$ cat src/sac_pkg.sv
package sac_pkg;

    // ------------------------------------------------------------------
    // Register map (byte addresses on the plain register port).
    // ------------------------------------------------------------------
    localparam logic [7:0] SAC_ADDR_CONTROL = 8'h26;
    localparam logic [7:0] SAC_ADDR_TIMING = 8'h27;
    localparam logic [7:0] SAC_ADDR_RES_LOW = 8'h28;
    localparam logic [7:0] SAC_ADDR_RES_HIGH = 8'h29;

    // Values after reset and after deep standby.
    localparam logic [7:0] SAC_CONTROL_RESET = 8'h10;
    localparam logic [5:0] SAC_TIMING_RESET = 6'h10;

    // Field positions in conversion_control.
    localparam int SAC_CTL_START_BIT = 7;
    localparam int SAC_CTL_MODE_LSB = 5;
    localparam int SAC_CTL_AIN_DIS_BIT = 4;
    localparam int SAC_CTL_CHAN_LSB = 0;

    // Field positions in conversion_timing.
    localparam int SAC_TIM_LADDER_BIT = 5;
    localparam int SAC_TIM_TIME_LSB = 1;

    // Field positions in result_low_status.
    localparam int SAC_LOW_DONE_BIT = 5;
    localparam int SAC_LOW_BUSY_BIT = 4;

    // Operating modes of the two-bit mode field.
    typedef enum logic [1:0] {
        SAC_MODE_OFF = 2'h0,
        SAC_MODE_SOFTWARE = 2'h1,
        SAC_MODE_RESERVED = 2'h2,
        SAC_MODE_REPEAT = 2'h3
    } sac_mode_e;

    // Conversion lengths in main clock periods, and the step count of one
    // conversion: three sampling steps plus ten bit decisions.
    localparam int SAC_CONV_39 = 39;
    localparam int SAC_CONV_78 = 78;
    localparam int SAC_CONV_156 = 156;
    localparam int SAC_CONV_312 = 312;
    localparam int SAC_CONV_624 = 624;
    localparam int SAC_CONV_1248 = 1248;
    localparam int SAC_SAR_STEPS = 13;
    localparam int SAC_SAMPLE_STEPS = 3;
    localparam int SAC_STEP_W = 7;
    localparam int SAC_RES_W = 10;

    // Cycles in which a start cannot act after control is written with zero.
    localparam logic [2:0] SAC_ZERO_GUARD_CYCLES = 3'h4;

endpackage : sac_pkg

$ cat src/sac_sar_if.sv
`timescale 1ns/1ps
`default_nettype none

// Link between the control registers and the approximation sequencer.
interface sac_sar_if;
    import sac_pkg::*;
    logic start;
    logic abort;
    logic [SAC_STEP_W-1:0] step_len;
    logic comp_hi;
    logic busy;
    logic done;
    logic sampling;
    logic [SAC_RES_W-1:0] result;
    logic [SAC_RES_W-1:0] trial_code;

    modport ctrl (
        output start,
        output abort,
        output step_len,
        output comp_hi,
        input busy,
        input done,
        input sampling,
        input result,
        input trial_code
    );

    modport eng (
        input start,
        input abort,
        input step_len,
        input comp_hi,
        output busy,
        output done,
        output sampling,
        output result,
        output trial_code
    );
endinterface : sac_sar_if

`default_nettype wire

$ cat src/sac_sar_engine.sv
`timescale 1ns/1ps
`default_nettype none

module sac_sar_engine
    import sac_pkg::*;
(
    input wire logic ref_clk,
    input wire logic rst,
    sac_sar_if.eng sar
);

    typedef enum logic [1:0] {
        SAC_ST_IDLE = 2'b00,
        SAC_ST_SAMPLE = 2'b01,
        SAC_ST_CONVERT = 2'b11
    } sac_state_e;

    sac_state_e state_q;
    logic [SAC_STEP_W-1:0] cyc_q;
    logic [3:0] step_q;
    logic [SAC_RES_W-1:0] sar_q;
    logic [SAC_RES_W-1:0] result_q;
    logic done_q;
    logic step_end;
    logic last_step;
    logic [3:0] bit_pos;

    // Step bookkeeping; bit positions count down from the top bit.
    assign step_end = (cyc_q == sar.step_len - 7'd1);
    assign last_step = (step_q == 4'(SAC_SAR_STEPS - 1));
    assign bit_pos = 4'(SAC_SAR_STEPS - 1) - step_q;

    // ------------------------------------------------------------------
    // Sequencer: sample, then one comparison per result bit.
    // ------------------------------------------------------------------
    always_ff @(posedge ref_clk) begin
        if (rst || sar.abort) begin
            state_q <= SAC_ST_IDLE;
            cyc_q <= '0;
            step_q <= '0;
            sar_q <= '0;
        end else begin
            case (state_q)
                SAC_ST_IDLE: begin
                    if (sar.start) begin
                        state_q <= SAC_ST_SAMPLE;
                        cyc_q <= '0;
                        step_q <= '0;
                        sar_q <= '0;
                    end
                end
                SAC_ST_SAMPLE, SAC_ST_CONVERT: begin
                    cyc_q <= step_end ? '0 : cyc_q + 7'd1;
                    if (step_end) begin
                        // The comparator is judged only at the end of a step,
                        // so the trial level has settled for the whole step.
                        if (state_q == SAC_ST_CONVERT && !sar.comp_hi) begin
                            sar_q[bit_pos] <= 1'b0;
                        end
                        if (last_step) begin
                            state_q <= SAC_ST_IDLE;
                        end else begin
                            step_q <= step_q + 4'd1;
                            if (step_q == 4'(SAC_SAMPLE_STEPS - 1)) begin
                                state_q <= SAC_ST_CONVERT;
                            end
                            if (step_q >= 4'(SAC_SAMPLE_STEPS - 1)) begin
                                sar_q[bit_pos - 4'd1] <= 1'b1;
                            end
                        end
                    end
                end
                default: begin
                    state_q <= SAC_ST_IDLE;
                end
            endcase
        end
    end

    // Result and completion pulse leave together; an abort stores nothing.
    always_ff @(posedge ref_clk) begin
        if (rst) begin
            result_q <= '0;
            done_q <= 1'b0;
        end else begin
            done_q <= 1'b0;
            if (!sar.abort && state_q == SAC_ST_CONVERT && step_end && last_step) begin
                result_q <= sar.comp_hi ? sar_q : (sar_q & 10'h3fe);
                done_q <= 1'b1;
            end
        end
    end

    assign sar.busy = (state_q != SAC_ST_IDLE);
    assign sar.sampling = (state_q == SAC_ST_SAMPLE);
    assign sar.done = done_q;
    assign sar.result = result_q;
    assign sar.trial_code = sar_q;

endmodule : sac_sar_engine

`default_nettype wire

$ cat src/sac_top.sv
`timescale 1ns/1ps
`default_nettype none

// What this block does
// - Mode field: off, software start, repeat
// - Analog input path enabled when disable is zero
// - Channel codes 0..7 route inputs; others reserved
// - Start bit self-clears once conversion begins
// - Deep standby forces controls to reset, blocks writes
// - Four cycles no start after zero control write
// - Ladder on during conversion, or always if set
// - Timing code selects 39 to 1248 clock periods
// - Timing top two bits read without defined value
// - Done flag high after conversion; cleared at start, except at a start in a completion cycle
// - Reading upper result clears done flag
// - Busy high while converting; cleared by standby
// - Low status bits three to zero undefined
// - Ten-bit successive approximation, one bit per step
// - Low register: two result bits, done, busy
// - Completion stores result, sets done, raises irq together
// - Repeat mode restarts automatically after each completion
// - Mode off stops at once, nothing stored
// - No automatic restart after deep standby
module sac_top
    import sac_pkg::*;
(
    input wire logic ref_clk,
    input wire logic rst,
    input wire logic [7:0] reg_addr,
    input wire logic [7:0] reg_wdata,
    input wire logic reg_wr,
    input wire logic reg_rd,
    output logic [7:0] reg_rdata,
    input wire logic deep_standby,
    input wire logic comparator_in,
    output logic sample_hold_en,
    output logic [9:0] dac_code,
    output logic ladder_connect,
    output logic analog_in_enable,
    output logic [7:0] analog_route,
    output logic conv_busy_flag,
    output logic conv_done_irq
);

    // ------------------------------------------------------------------
    // Declarations.
    // ------------------------------------------------------------------
    sac_sar_if sar ();

    logic [7:0] control_q;
    logic [5:0] timing_q;
    logic conv_done_flag_q;
    logic [2:0] guard_q;
    logic comp_meta_q;
    logic comp_sync_q;
    logic [7:0] rdata_q;
    logic [7:0] route_q;
    logic ladder_q;
    logic ain_en_q;

    logic wr_control;
    logic wr_timing;
    logic rd_high;
    logic conv_start_bit;
    logic analog_in_disable;
    logic ladder_keep_on;
    logic [3:0] channel_select;
    logic [2:0] time_code;
    sac_mode_e op_mode_field;
    logic mode_active;
    logic stop_now;
    logic start_go;
    logic repeat_go;

    // ------------------------------------------------------------------
    // Decode of conversion-time codes into cycles per approximation step.
    // ------------------------------------------------------------------

    // Each conversion is 13 equal steps, so every legal length divides
    // exactly. Reserved codes fall back to the slowest, safest setting.
    function automatic logic [SAC_STEP_W-1:0] step_cycles(input logic [2:0] code);
        logic [SAC_STEP_W-1:0] len;
        len = SAC_STEP_W'(SAC_CONV_1248 / SAC_SAR_STEPS);
        case (code)
            3'h0: len = SAC_STEP_W'(SAC_CONV_39 / SAC_SAR_STEPS);
            3'h2: len = SAC_STEP_W'(SAC_CONV_78 / SAC_SAR_STEPS);
            3'h3: len = SAC_STEP_W'(SAC_CONV_156 / SAC_SAR_STEPS);
            3'h4: len = SAC_STEP_W'(SAC_CONV_312 / SAC_SAR_STEPS);
            3'h5: len = SAC_STEP_W'(SAC_CONV_624 / SAC_SAR_STEPS);
            3'h6: len = SAC_STEP_W'(SAC_CONV_1248 / SAC_SAR_STEPS);
            default: len = SAC_STEP_W'(SAC_CONV_1248 / SAC_SAR_STEPS);
        endcase
        return len;
    endfunction : step_cycles

    // ------------------------------------------------------------------
    // Field views of the control registers.
    // ------------------------------------------------------------------

    // Named views keep the decode below readable.
    assign conv_start_bit = control_q[SAC_CTL_START_BIT];
    assign op_mode_field = sac_mode_e'(control_q[SAC_CTL_MODE_LSB +: 2]);
    assign analog_in_disable = control_q[SAC_CTL_AIN_DIS_BIT];
    assign channel_select = control_q[SAC_CTL_CHAN_LSB +: 4];
    assign ladder_keep_on = timing_q[SAC_TIM_LADDER_BIT];
    assign time_code = timing_q[SAC_TIM_TIME_LSB +: 3];

    // The reserved mode code is treated as disabled so it can never
    // launch a conversion.
    assign mode_active = (op_mode_field == SAC_MODE_SOFTWARE) ||
                         (op_mode_field == SAC_MODE_REPEAT);

    // ------------------------------------------------------------------
    // Register port decode.
    // ------------------------------------------------------------------

    // Writes are dropped entirely while deep standby holds the block.
    assign wr_control = reg_wr && (reg_addr == SAC_ADDR_CONTROL) && !deep_standby;
    assign wr_timing = reg_wr && (reg_addr == SAC_ADDR_TIMING) && !deep_standby;
    assign rd_high = reg_rd && (reg_addr == SAC_ADDR_RES_HIGH);

    // ------------------------------------------------------------------
    // Control register.
    // ------------------------------------------------------------------

    // Standby restores the reset value and the mode then reads off, so
    // nothing restarts by itself on return.
    always_ff @(posedge ref_clk) begin
        if (rst || deep_standby) begin
            control_q <= SAC_CONTROL_RESET;
        end else if (wr_control) begin
            control_q <= reg_wdata;
        end else if (start_go) begin
            control_q[SAC_CTL_START_BIT] <= 1'b0;
        end
    end

    // ------------------------------------------------------------------
    // Timing register.
    // ------------------------------------------------------------------

    // Only six bits are kept; the two top positions have no storage.
    always_ff @(posedge ref_clk) begin
        if (rst || deep_standby) begin
            timing_q <= SAC_TIMING_RESET;
        end else if (wr_timing) begin
            timing_q <= reg_wdata[5:0];
        end
    end

    // ------------------------------------------------------------------
    // Start guard after a zero control write.
    // ------------------------------------------------------------------

    // A start written during the guard stays pending and acts afterwards.
    always_ff @(posedge ref_clk) begin
        if (rst || deep_standby) begin
            guard_q <= '0;
        end else if (wr_control && reg_wdata == 8'h00) begin
            guard_q <= SAC_ZERO_GUARD_CYCLES;
        end else if (guard_q != 3'h0) begin
            guard_q <= guard_q - 3'h1;
        end
    end

    // ------------------------------------------------------------------
    // Start, repeat and stop decisions.
    // ------------------------------------------------------------------

    // Software start: the sequencer must be idle. Software is expected
    // not to raise the start bit again while busy; if it does, the bit
    // simply waits until the running conversion ends.
    assign start_go = conv_start_bit && mode_active && (guard_q == 3'h0) &&
                      !sar.busy && !deep_standby && !wr_control;

    // Repeat mode relaunches in the completion cycle itself, on the same
    // channel, so busy drops for exactly one cycle between conversions.
    assign repeat_go = sar.done && (op_mode_field == SAC_MODE_REPEAT) &&
                       !sar.busy;

    // Writing the disable code takes effect in the write cycle itself, so
    // a completion due in that very cycle is suppressed as well.
    assign stop_now = deep_standby || !mode_active ||
                      (wr_control && reg_wdata[SAC_CTL_MODE_LSB +: 2] == SAC_MODE_OFF) ||
                      (wr_control && reg_wdata[SAC_CTL_MODE_LSB +: 2] == SAC_MODE_RESERVED);

    assign sar.start = (start_go || repeat_go) && !stop_now;
    assign sar.abort = stop_now;
    assign sar.step_len = step_cycles(time_code);
    assign sar.comp_hi = comp_sync_q;

    // ------------------------------------------------------------------
    // Comparator synchroniser.
    // ------------------------------------------------------------------

    // The comparator settles asynchronously to the clock; two flops
    // guard against metastability. Each step is at least three cycles,
    // so the two-cycle lag still sees the settled decision.
    always_ff @(posedge ref_clk) begin
        if (rst) begin
            comp_meta_q <= 1'b0;
            comp_sync_q <= 1'b0;
        end else begin
            comp_meta_q <= comparator_in;
            comp_sync_q <= comp_meta_q;
        end
    end

    // ------------------------------------------------------------------
    // Approximation sequencer.
    // ------------------------------------------------------------------
    sac_sar_engine sac_sar_engine_inst (
        .ref_clk(ref_clk),
        .rst(rst),
        .sar(sar.eng)
    );

    // ------------------------------------------------------------------
    // Done flag.
    // ------------------------------------------------------------------

    // Completion has priority over both clears, so a result that lands in
    // the same cycle as an upper-byte read is never lost.
    always_ff @(posedge ref_clk) begin
        if (rst || deep_standby) begin
            conv_done_flag_q <= 1'b0;
        end else if (sar.done) begin
            conv_done_flag_q <= 1'b1;
        end else if (sar.start) begin
            conv_done_flag_q <= 1'b0;
        end else if (rd_high) begin
            conv_done_flag_q <= 1'b0;
        end
    end

    // ------------------------------------------------------------------
    // Completion pulse.
    // ------------------------------------------------------------------

    // The engine's registered done pulse is used as is; a further flop
    // would let the pulse trail the stored result by one cycle.
    assign conv_done_irq = sar.done;

    // ------------------------------------------------------------------
    // Analog-side controls.
    // ------------------------------------------------------------------

    // Reserved channel codes and a disabled input path route nothing.
    always_ff @(posedge ref_clk) begin
        if (rst) begin
            route_q <= '0;
            ain_en_q <= 1'b0;
            ladder_q <= 1'b0;
        end else begin
            route_q <= '0;
            if (!channel_select[3] && !analog_in_disable) begin
                route_q[channel_select[2:0]] <= 1'b1;
            end
            ain_en_q <= !analog_in_disable;
            ladder_q <= ladder_keep_on || sar.busy || sar.start;
        end
    end

    // ------------------------------------------------------------------
    // Read data, one cycle after the read strobe.
    // ------------------------------------------------------------------

    // Undefined positions read as zero; unmapped addresses read zero.
    always_ff @(posedge ref_clk) begin
        if (rst) begin
            rdata_q <= '0;
        end else if (reg_rd) begin
            case (reg_addr)
                SAC_ADDR_CONTROL: rdata_q <= control_q;
                SAC_ADDR_TIMING: rdata_q <= {2'b00, timing_q};
                // The done pulse is folded in so the flag shows with the result.
                SAC_ADDR_RES_LOW: rdata_q <= {sar.result[1:0], conv_done_flag_q || sar.done,
                                              sar.busy, 4'h0};
                SAC_ADDR_RES_HIGH: rdata_q <= sar.result[9:2];
                default: rdata_q <= 8'h00;
            endcase
        end else begin
            rdata_q <= 8'h00;
        end
    end

    // ------------------------------------------------------------------
    // Outputs.
    // ------------------------------------------------------------------
    assign reg_rdata = rdata_q;
    assign sample_hold_en = sar.sampling;
    assign dac_code = sar.trial_code;
    assign ladder_connect = ladder_q;
    assign analog_in_enable = ain_en_q;
    assign analog_route = route_q;
    assign conv_busy_flag = sar.busy;

endmodule : sac_top

`default_nettype wire

$ cat config.mk
export PLATFORM = sky130hd
export DESIGN_NAME = sac_top
export DESIGN_NICKNAME = d
export VERILOG_FILES = /design/src/sac_pkg.sv /design/src/sac_sar_if.sv /design/src/sac_sar_engine.sv /design/src/sac_top.sv
export SDC_FILE = /design/constraint.sdc
export NUM_CORES = 1
export LEC_CHECK = 0
export BUFFER_PORTS_ARGS = -buffer_cell sky130_fd_sc_hd__clkbuf_2
export CORE_AREA = 2 2 92 94
export CTS_CLUSTER_DIAMETER = 120
export DETAILED_ROUTE_END_ITERATION = 10
export DIE_AREA = 0 0 94 96
export PLACE_DENSITY = 0.64
export SYNTH_ARGS = -nofsm -noshare
export SYNTH_HDL_FRONTEND = slang
export SYNTH_SLANG_ARGS = --single-unit
$ cat constraint.sdc
create_clock -name ref_clk -period 3.62 [get_ports ref_clk]
set_clock_uncertainty 0.1 [all_clocks]
set_input_delay 0.543 -clock ref_clk [delete_from_list [all_inputs] [get_ports ref_clk]]
set_output_delay 0.543 -clock ref_clk [all_outputs]
set_load 0.01 [all_outputs]
==> results.toml, run 1 <==
[clock_tree]
cts_max_path_buffers = 2
path_clk_slew_ns = 0.08
postCtsSetupBuffers = 0
hold_buffers = 0
clk_latency_ns = 0.34
cts_resized = 0
cts.sinks = 72
htree_levels = 3
cts_tree = "yes"
cts_root_buf = "clkbuf_8"
cts_buffers = 9

[worst_setup_path]
max_stage_delay_ns = 0.55
cp_max_fo = 13
crit_path_frequent_cell = "a22o_1"
start_kind = "flip-flop"
cp.required_ns = 3.80
crit_path_cell_trace = "and2_4 -> nor2_1 -> ha_1 -> xnor2_1 -> or4b_1 -> a22o_1 -> or3_1 -> buf_4 -> o32ai_1 -> a22o_1"
cp.arrival_ns = 3.58
cpMaxStageDelayCell = "dfxtp_1"
reg2reg_slack_ns = 0.22
r2r_cells = 10
worstReg2RegEnd = "sac_sar_engine_inst.sar.trial_code[1]"
reg2reg_from = "timing_q[2]"
critPathCaptureType = "flip-flop"
crit_type = "reg -> reg"

[timing]
fmax_ghz = 0.2945
slew_headroom_pct = 57.53
layout_min_cycle_time_ns = 3.396
holdWs_ns = 0.3192
period_share_pct = 93.80
finalSetupViolCount = 0
worst_slew_pin_slew_ns = 0.6211
hold_viol = 0
slew_viol_final = 0
rsz0062_at_grt = "false"
tns_ns = 0
setup_ws_ns = 0.2245

[placed_design]
hpwlAfterDp_mm = 6.526
dp_slack_ns = 0.2572
port_buffers = 52
dp_cells = 557
finalWeightedCongestion = 0.8759

[logic_synthesis]
synth_cell_types = 57
syn_area_sq_um = 3511
yosysSeqAreaShare_pct = 41.05
muxShareOfSynthArea_pct = 4.562
ys_seq_elements = 72
ys.flop_type = "dfxtp_1"
syn_avg_cell_area_sq_um = 8.399
synth_edf_count = 0
synth_fa_ha_area_share_pct = 3.564
synth_cells = 418
synth_top_family_by_area = "simple AND/OR/NAND/NOR gates"
syn-num-nets = 450
synthXorXnorAreaFrac_pct = 2.495
async_reset_ff_share_pct = 0
yosys_warnings = 0
synth_compound_area_share_pct = 16.18
synth_simple_gate_area_share_pct = 27.58

[worst_hold_path]
min-delay-start = "comparator_in"
holdPathEnd = "comp_meta_q"
hp-class = "in -> reg"
worstHoldPathCells = 2

[route]
num_vias = 3241
firstDrtPassIters = 6
routed_wl_mm = 8.758
drt_iter0_drc = 198
ant_nets = 0
routed_via_density = 5.656
wl_per_cell_microns = 15.28
post-route-drc-count = 0

[floorplanning]
num_rows = 33
die_y_microns = 96
fp.coreArea_sq_um = 8051
ios = 53
die-area_sq_um = 9024
start_util_pct = 43.61
die_w_microns = 94

[global_route]
grt_max_degree = 21
grt_pass1_vias = 2900
grt_first_pass_wirelength_mm = 14.34
grt_antenna_before_repair = 0
grt_usage_pct = 20.44
grt_overflow = 0

[layout]
post-route-util_pct = 50.40
drive_gt1_share_pct = 18.16
area_growth_pct = 15.57
antennaDiodeCount = 0
layoutNonFillerInstCount = 573
final_nets = 495

[job]
max_cap_viol_count = 0

[run_status]
status = "finished clean"

[pwr]
power_leakage_uw = 0.001494
powerDensity_nw_per_um2 = 363.0
ir_drop_uv = 194.4
-- layout by cell type (no fill, tap or decap), types with 5 or more instances in the layout --
cell type,Yosys,final
buf_4,0,7
o21ai_0,13,13
a21oi_1,24,24
nor2b_1,9,9
mux2i_1,16,16
nor2_1,54,54
ha_1,10,10
a222oi_1,6,6
nor3_1,13,13
xnor2_1,5,5
nand2b_1,7,7
nand3_1,27,27
nand2_1,33,33
clkbuf_2,0,52
xor2_1,5,5
dfxtp_1,72,71
inv_1,12,12
or3_1,5,5
clkbuf_8,0,10
-- layer usage --
| layer | part of all wire, % | global-route usage, % | wire length, microns |
|---|---|---|---|
| met5 | 0 | 0 | 0 |
| met4 | 1.8 | 6.884 | 157 |
| met3 | 7.4 | 5.168 | 651 |
| met2 | 46 | 32.80 | 4002 |
| met1 | 45 | 26.94 | 3947 |
-- critical path, delay by kind of cell (launching register included) --
family                     cells  cell delay (ns)
AOI/OAI and AO/OA              3             0.71
xor gates and xnor gates       1             0.19
adders and majority gates      1             0.29
buffers and inverters          1             0.23
DFF                            1             0.55
and+or+nand+nor                4             1.27
-- logic make-up after synthesis --
logic type / count (synthesis)
compound gates: 84
fa+ha+maj: 10
simple gates: 189
flops: 72
buf+inv: 37
xor+xnor: 10
mux: 16
-- metrics by stage --
stage / area [sq um] / power [uW]
floorplan: 3511 / 824.8
CTS: 4053 / 1487
global placement: 3846 / 844.1
detailed placement: 3846 / 845.0
finish: 4058 / 1473
global route: 4058 / 1524
-- Yosys cell counts (5+ instances only) --
cell type  instances  area [sq um]
nand2b_1           7         43.79
o21ai_0           13         65.06
nor2_1            54         202.7
clkbuf_1          18         67.56
a21oi_1           24         120.1
xor2_1             5         43.79
xnor2_1            5         43.79
nor3_1            13         65.06
buf_2              5         25.02
inv_1             12         45.04
dfxtp_1           72          1441
mux2i_1           16         160.2
nand2_1           33         123.9
ha_1              10         125.1
nand3_1           27         135.1
or3_1              5         31.28
nor2b_1            9         56.30
a222oi_1           6         60.06
nor4_1             5         31.28
-- power breakdown --
group / total (uW) / internal [uW] / switching, uW
clock: 647 / 339 / 307
sequential: 793 / 792 / 0.467
combinational: 33.7 / 14.0 / 19.7
total: 1470 / 1150 / 328
-- state kept, by name (all words and copies together), names as in the netlist --
| signal | cells |
|---|---|
| sac_sar_engine_inst.sar.result | 10 |
| sac_sar_engine_inst.sar.trial_code | 10 |
| analog_route | 8 |
| control_q | 8 |
| reg_rdata | 8 |
| sac_sar_engine_inst.cyc_q | 7 |
| timing_q | 6 |
| sac_sar_engine_inst.step_q | 4 |
| guard_q | 3 |
| sac_sar_engine_inst.state_q | 2 |
| analog_in_enable | 1 |
| comp_meta_q | 1 |
| comp_sync_q | 1 |
| conv_done_flag_q | 1 |
| ladder_connect | 1 |
| sac_sar_engine_inst.sar.done | 1 |
-- worst max path at each step --
stage                start                               endpoint  slack [ns]  cells after the start
5_1_grt        timing_q[2]  sac_sar_engine_inst.sar.trial_code[3]        0.05                     10
4_1_cts        timing_q[1]  sac_sar_engine_inst.sar.trial_code[2]        0.21                      9
2_1_floorplan  timing_q[1]          sac_sar_engine_inst.step_q[3]        0.59                     11
6_report       timing_q[2]  sac_sar_engine_inst.sar.trial_code[1]        0.22                     10
3_5_place_dp   timing_q[1]  sac_sar_engine_inst.sar.trial_code[2]        0.26                      9
3_3_place_gp   timing_q[1]  sac_sar_engine_inst.sar.trial_code[1]        0.39                     10
-- final cells by class --
cell class	count	area (sq um)
clock buffers	10	137.6
clock inverters	6	68.82
fillers	812	3994
inverters	12	45.04
multi-input cells	309	1919
flip-flops and latches	72	1443
well taps	105	131.4
repair buffers	59	312.8
(Power assumes the default switching activity.)
==> run 2, diff against run 1 <==
--- a/config.mk
+++ b/config.mk
@@ -6,11 +6,11 @@
 export NUM_CORES = 1
 export LEC_CHECK = 0
 export BUFFER_PORTS_ARGS = -buffer_cell sky130_fd_sc_hd__clkbuf_2
-export CORE_AREA = 2 2 92 94
+export CORE_AREA = 2 2 105 82
 export CTS_CLUSTER_DIAMETER = 120
 export DETAILED_ROUTE_END_ITERATION = 10
-export DIE_AREA = 0 0 94 96
-export PLACE_DENSITY = 0.64
+export DIE_AREA = 0 0 107 84
+export PLACE_DENSITY = 0.65
 export SYNTH_ARGS = -nofsm -noshare
 export SYNTH_HDL_FRONTEND = slang
 export SYNTH_SLANG_ARGS = --single-unit
==> run 2 against run 1 <==
Final cell count grew 0.52%. Sequential power hardly changed. First-iteration DRC count increased by 43%. Core utilization fell by 0.62 points. Register-to-register slack worse by 0.05 ns. Cell area down 0.74%. Fmax fell by 1.4%. Routed wire length is 1.5% higher.
==> results.toml, run 2 (same netlist as run 1, synthesis figures left out) <==
[placed_design]
hpwlAfterDp_mm = 6.704
finalWeightedCongestion = 0.9622
dp_slack_ns = 0.2377
dp_cells = 560
port_buffers = 52

[pwr]
p_clk_share_pct = 41.2
power_switching_share_pct = 24.42
power_leakage_uw = 0.001485
p_int_uw = 1062
total_power_uw = 1405
ir_drop_uv = 244.7
combPwrFrac_pct = 2.3
p_seq_share_pct = 56.4
power.switching_uw = 343.1
powerDensity_nw_per_um2 = 348.8

[timing]
worst_slew_pin_slew_ns = 0.6757
rsz0062_at_grt = "false"
hold_viol = 0
slew_viol_final = 0
fmax_ghz = 0.2905
setup_ws_ns = 0.1779
tns_ns = 0
period_share_pct = 95.09
finalSetupViolCount = 0
slew_headroom_pct = 54.79
layout_min_cycle_time_ns = 3.442

[clock_tree]
htree_levels = 3
hold_buffers = 0
clk_latency_ns = 0.35
postCtsSetupBuffers = 0
cts_root_buf = "clkbuf_8"
cts.sinks = 72
cts_tree = "yes"
path_clk_slew_ns = 0.08
cts_max_path_buffers = 2
cts_buffers = 9
cts_resized = 0

[layout]
antennaDiodeCount = 0
final_cell_mix = "dfxtp_1, nor2_1, clkbuf_2, nand2_1, nand3_1"
area_growth_pct = 14.72
fillerInstances = 808
layoutNonFillerInstCount = 576
final_common_cell = "dfxtp_1"
final_nets = 495
drive_gt1_share_pct = 17.74

[route]
firstDrtPassIters = 5
ant_nets = 0
post-route-drc-count = 0
routed_via_density = 5.696
wl_per_cell_microns = 15.44
routed_wl_mm = 8.891
num_vias = 3281
drt_iter0_drc = 284

[worst_hold_path]
hp-class = "in -> reg"
worstHoldPathCells = 2

[worst_setup_path]
crit_family = "simple AND/OR/NAND/NOR gates"
max_stage_delay_ns = 0.50
r2r_cells = 10
cp_num_cells = 10
cp.required_ns = 3.82
critical_path_buf_inv_count = 1
critPathCaptureType = "flip-flop"
crit_path_frequent_cell = "a22o_1"
start_kind = "flip-flop"
cpMaxStageDelayCell = "or3_1"
crit_type = "reg -> reg"
cp_max_fo = 11
crit_path_cell_trace = "nor2b_1 -> nor2_1 -> ha_1 -> xnor2_1 -> or4b_1 -> a22o_1 -> or3_1 -> buf_4 -> o32ai_1 -> a22o_1"
cp.arrival_ns = 3.64

[global_route]
grt_first_pass_wirelength_mm = 14.66
grt_usage_pct = 20.52
grt_antenna_before_repair = 0
grt_overflow = 0
grt_pass1_vias = 2922
grt_max_degree = 21

[job]
max_cap_viol_count = 0

[floorplanning]
ios = 53
fp.coreArea_sq_um = 8092
num_rows = 29
die-area_sq_um = 8988
die_y_microns = 84
start_util_pct = 43.39
die_w_microns = 107

[run_status]
status = "finished clean"
[run 2: cell type report]
cell class	count	area (sq um)	share of cell area, %
flip-flops and latches	72	1441	35.79
well taps	108	135.1	3.355
repair buffers	59	312.8	7.766
clock buffers	9	123.9	3.075
clock inverters	7	53.80	1.336
multi-input cells	309	1916	47.56
inverters	12	45.04	1.118
[run 2: metal layers]
metal  vias up  wire length [microns]  track usage [%]
li1       1596                      -                -
met1      1532                   4304            29.58
met2       137                   3795            29.70
met3        16                    633            5.855
met4         0                    157            5.785
met5         -                      0                0
[run 2: worst register-to-register path: cells and delay by family (launching register included)]
kind	cells	cell delay, ns
simple gates	4	1.35
flops	1	0.49
compound gates	3	0.77
xor+xnor	1	0.16
buf+inv	1	0.23
fa+ha+maj	1	0.29
[run 2: final timing paths]
| path | startpoint | slack (ns) | end |
|---|---|---|---|
| max | timing_q[1] | 0.18 | sac_sar_engine_inst.sar.trial_code[1] |
| min | comparator_in | 0.30 | comp_meta_q |
| max reg2reg | timing_q[1] | 0.18 | sac_sar_engine_inst.sar.trial_code[1] |
| min reg2reg | comp_meta_q | 0.35 | comp_sync_q |
[run 2: metrics by stage]
step	cell area [sq um]	util, %	hold WS (ns)
after floorplan	3511	-	0.3138
final	4028	49.78	0.3007
after CTS	4028	49.78	0.2948
after detailed placement	3850	47.58	0.3301
after global routing	4028	49.78	0.3165
after global placement	3850	47.58	0.3188
[run 2: power groups by stage]
stage	Sequential, uW	Combinational [uW]	Clock [uW]
global placement	811	32.4	0
CTS	793	32.9	590
detailed placement	811	32.8	0
finish	793	32.9	579
floorplan	811	13.6	0
global route	793	36.6	628
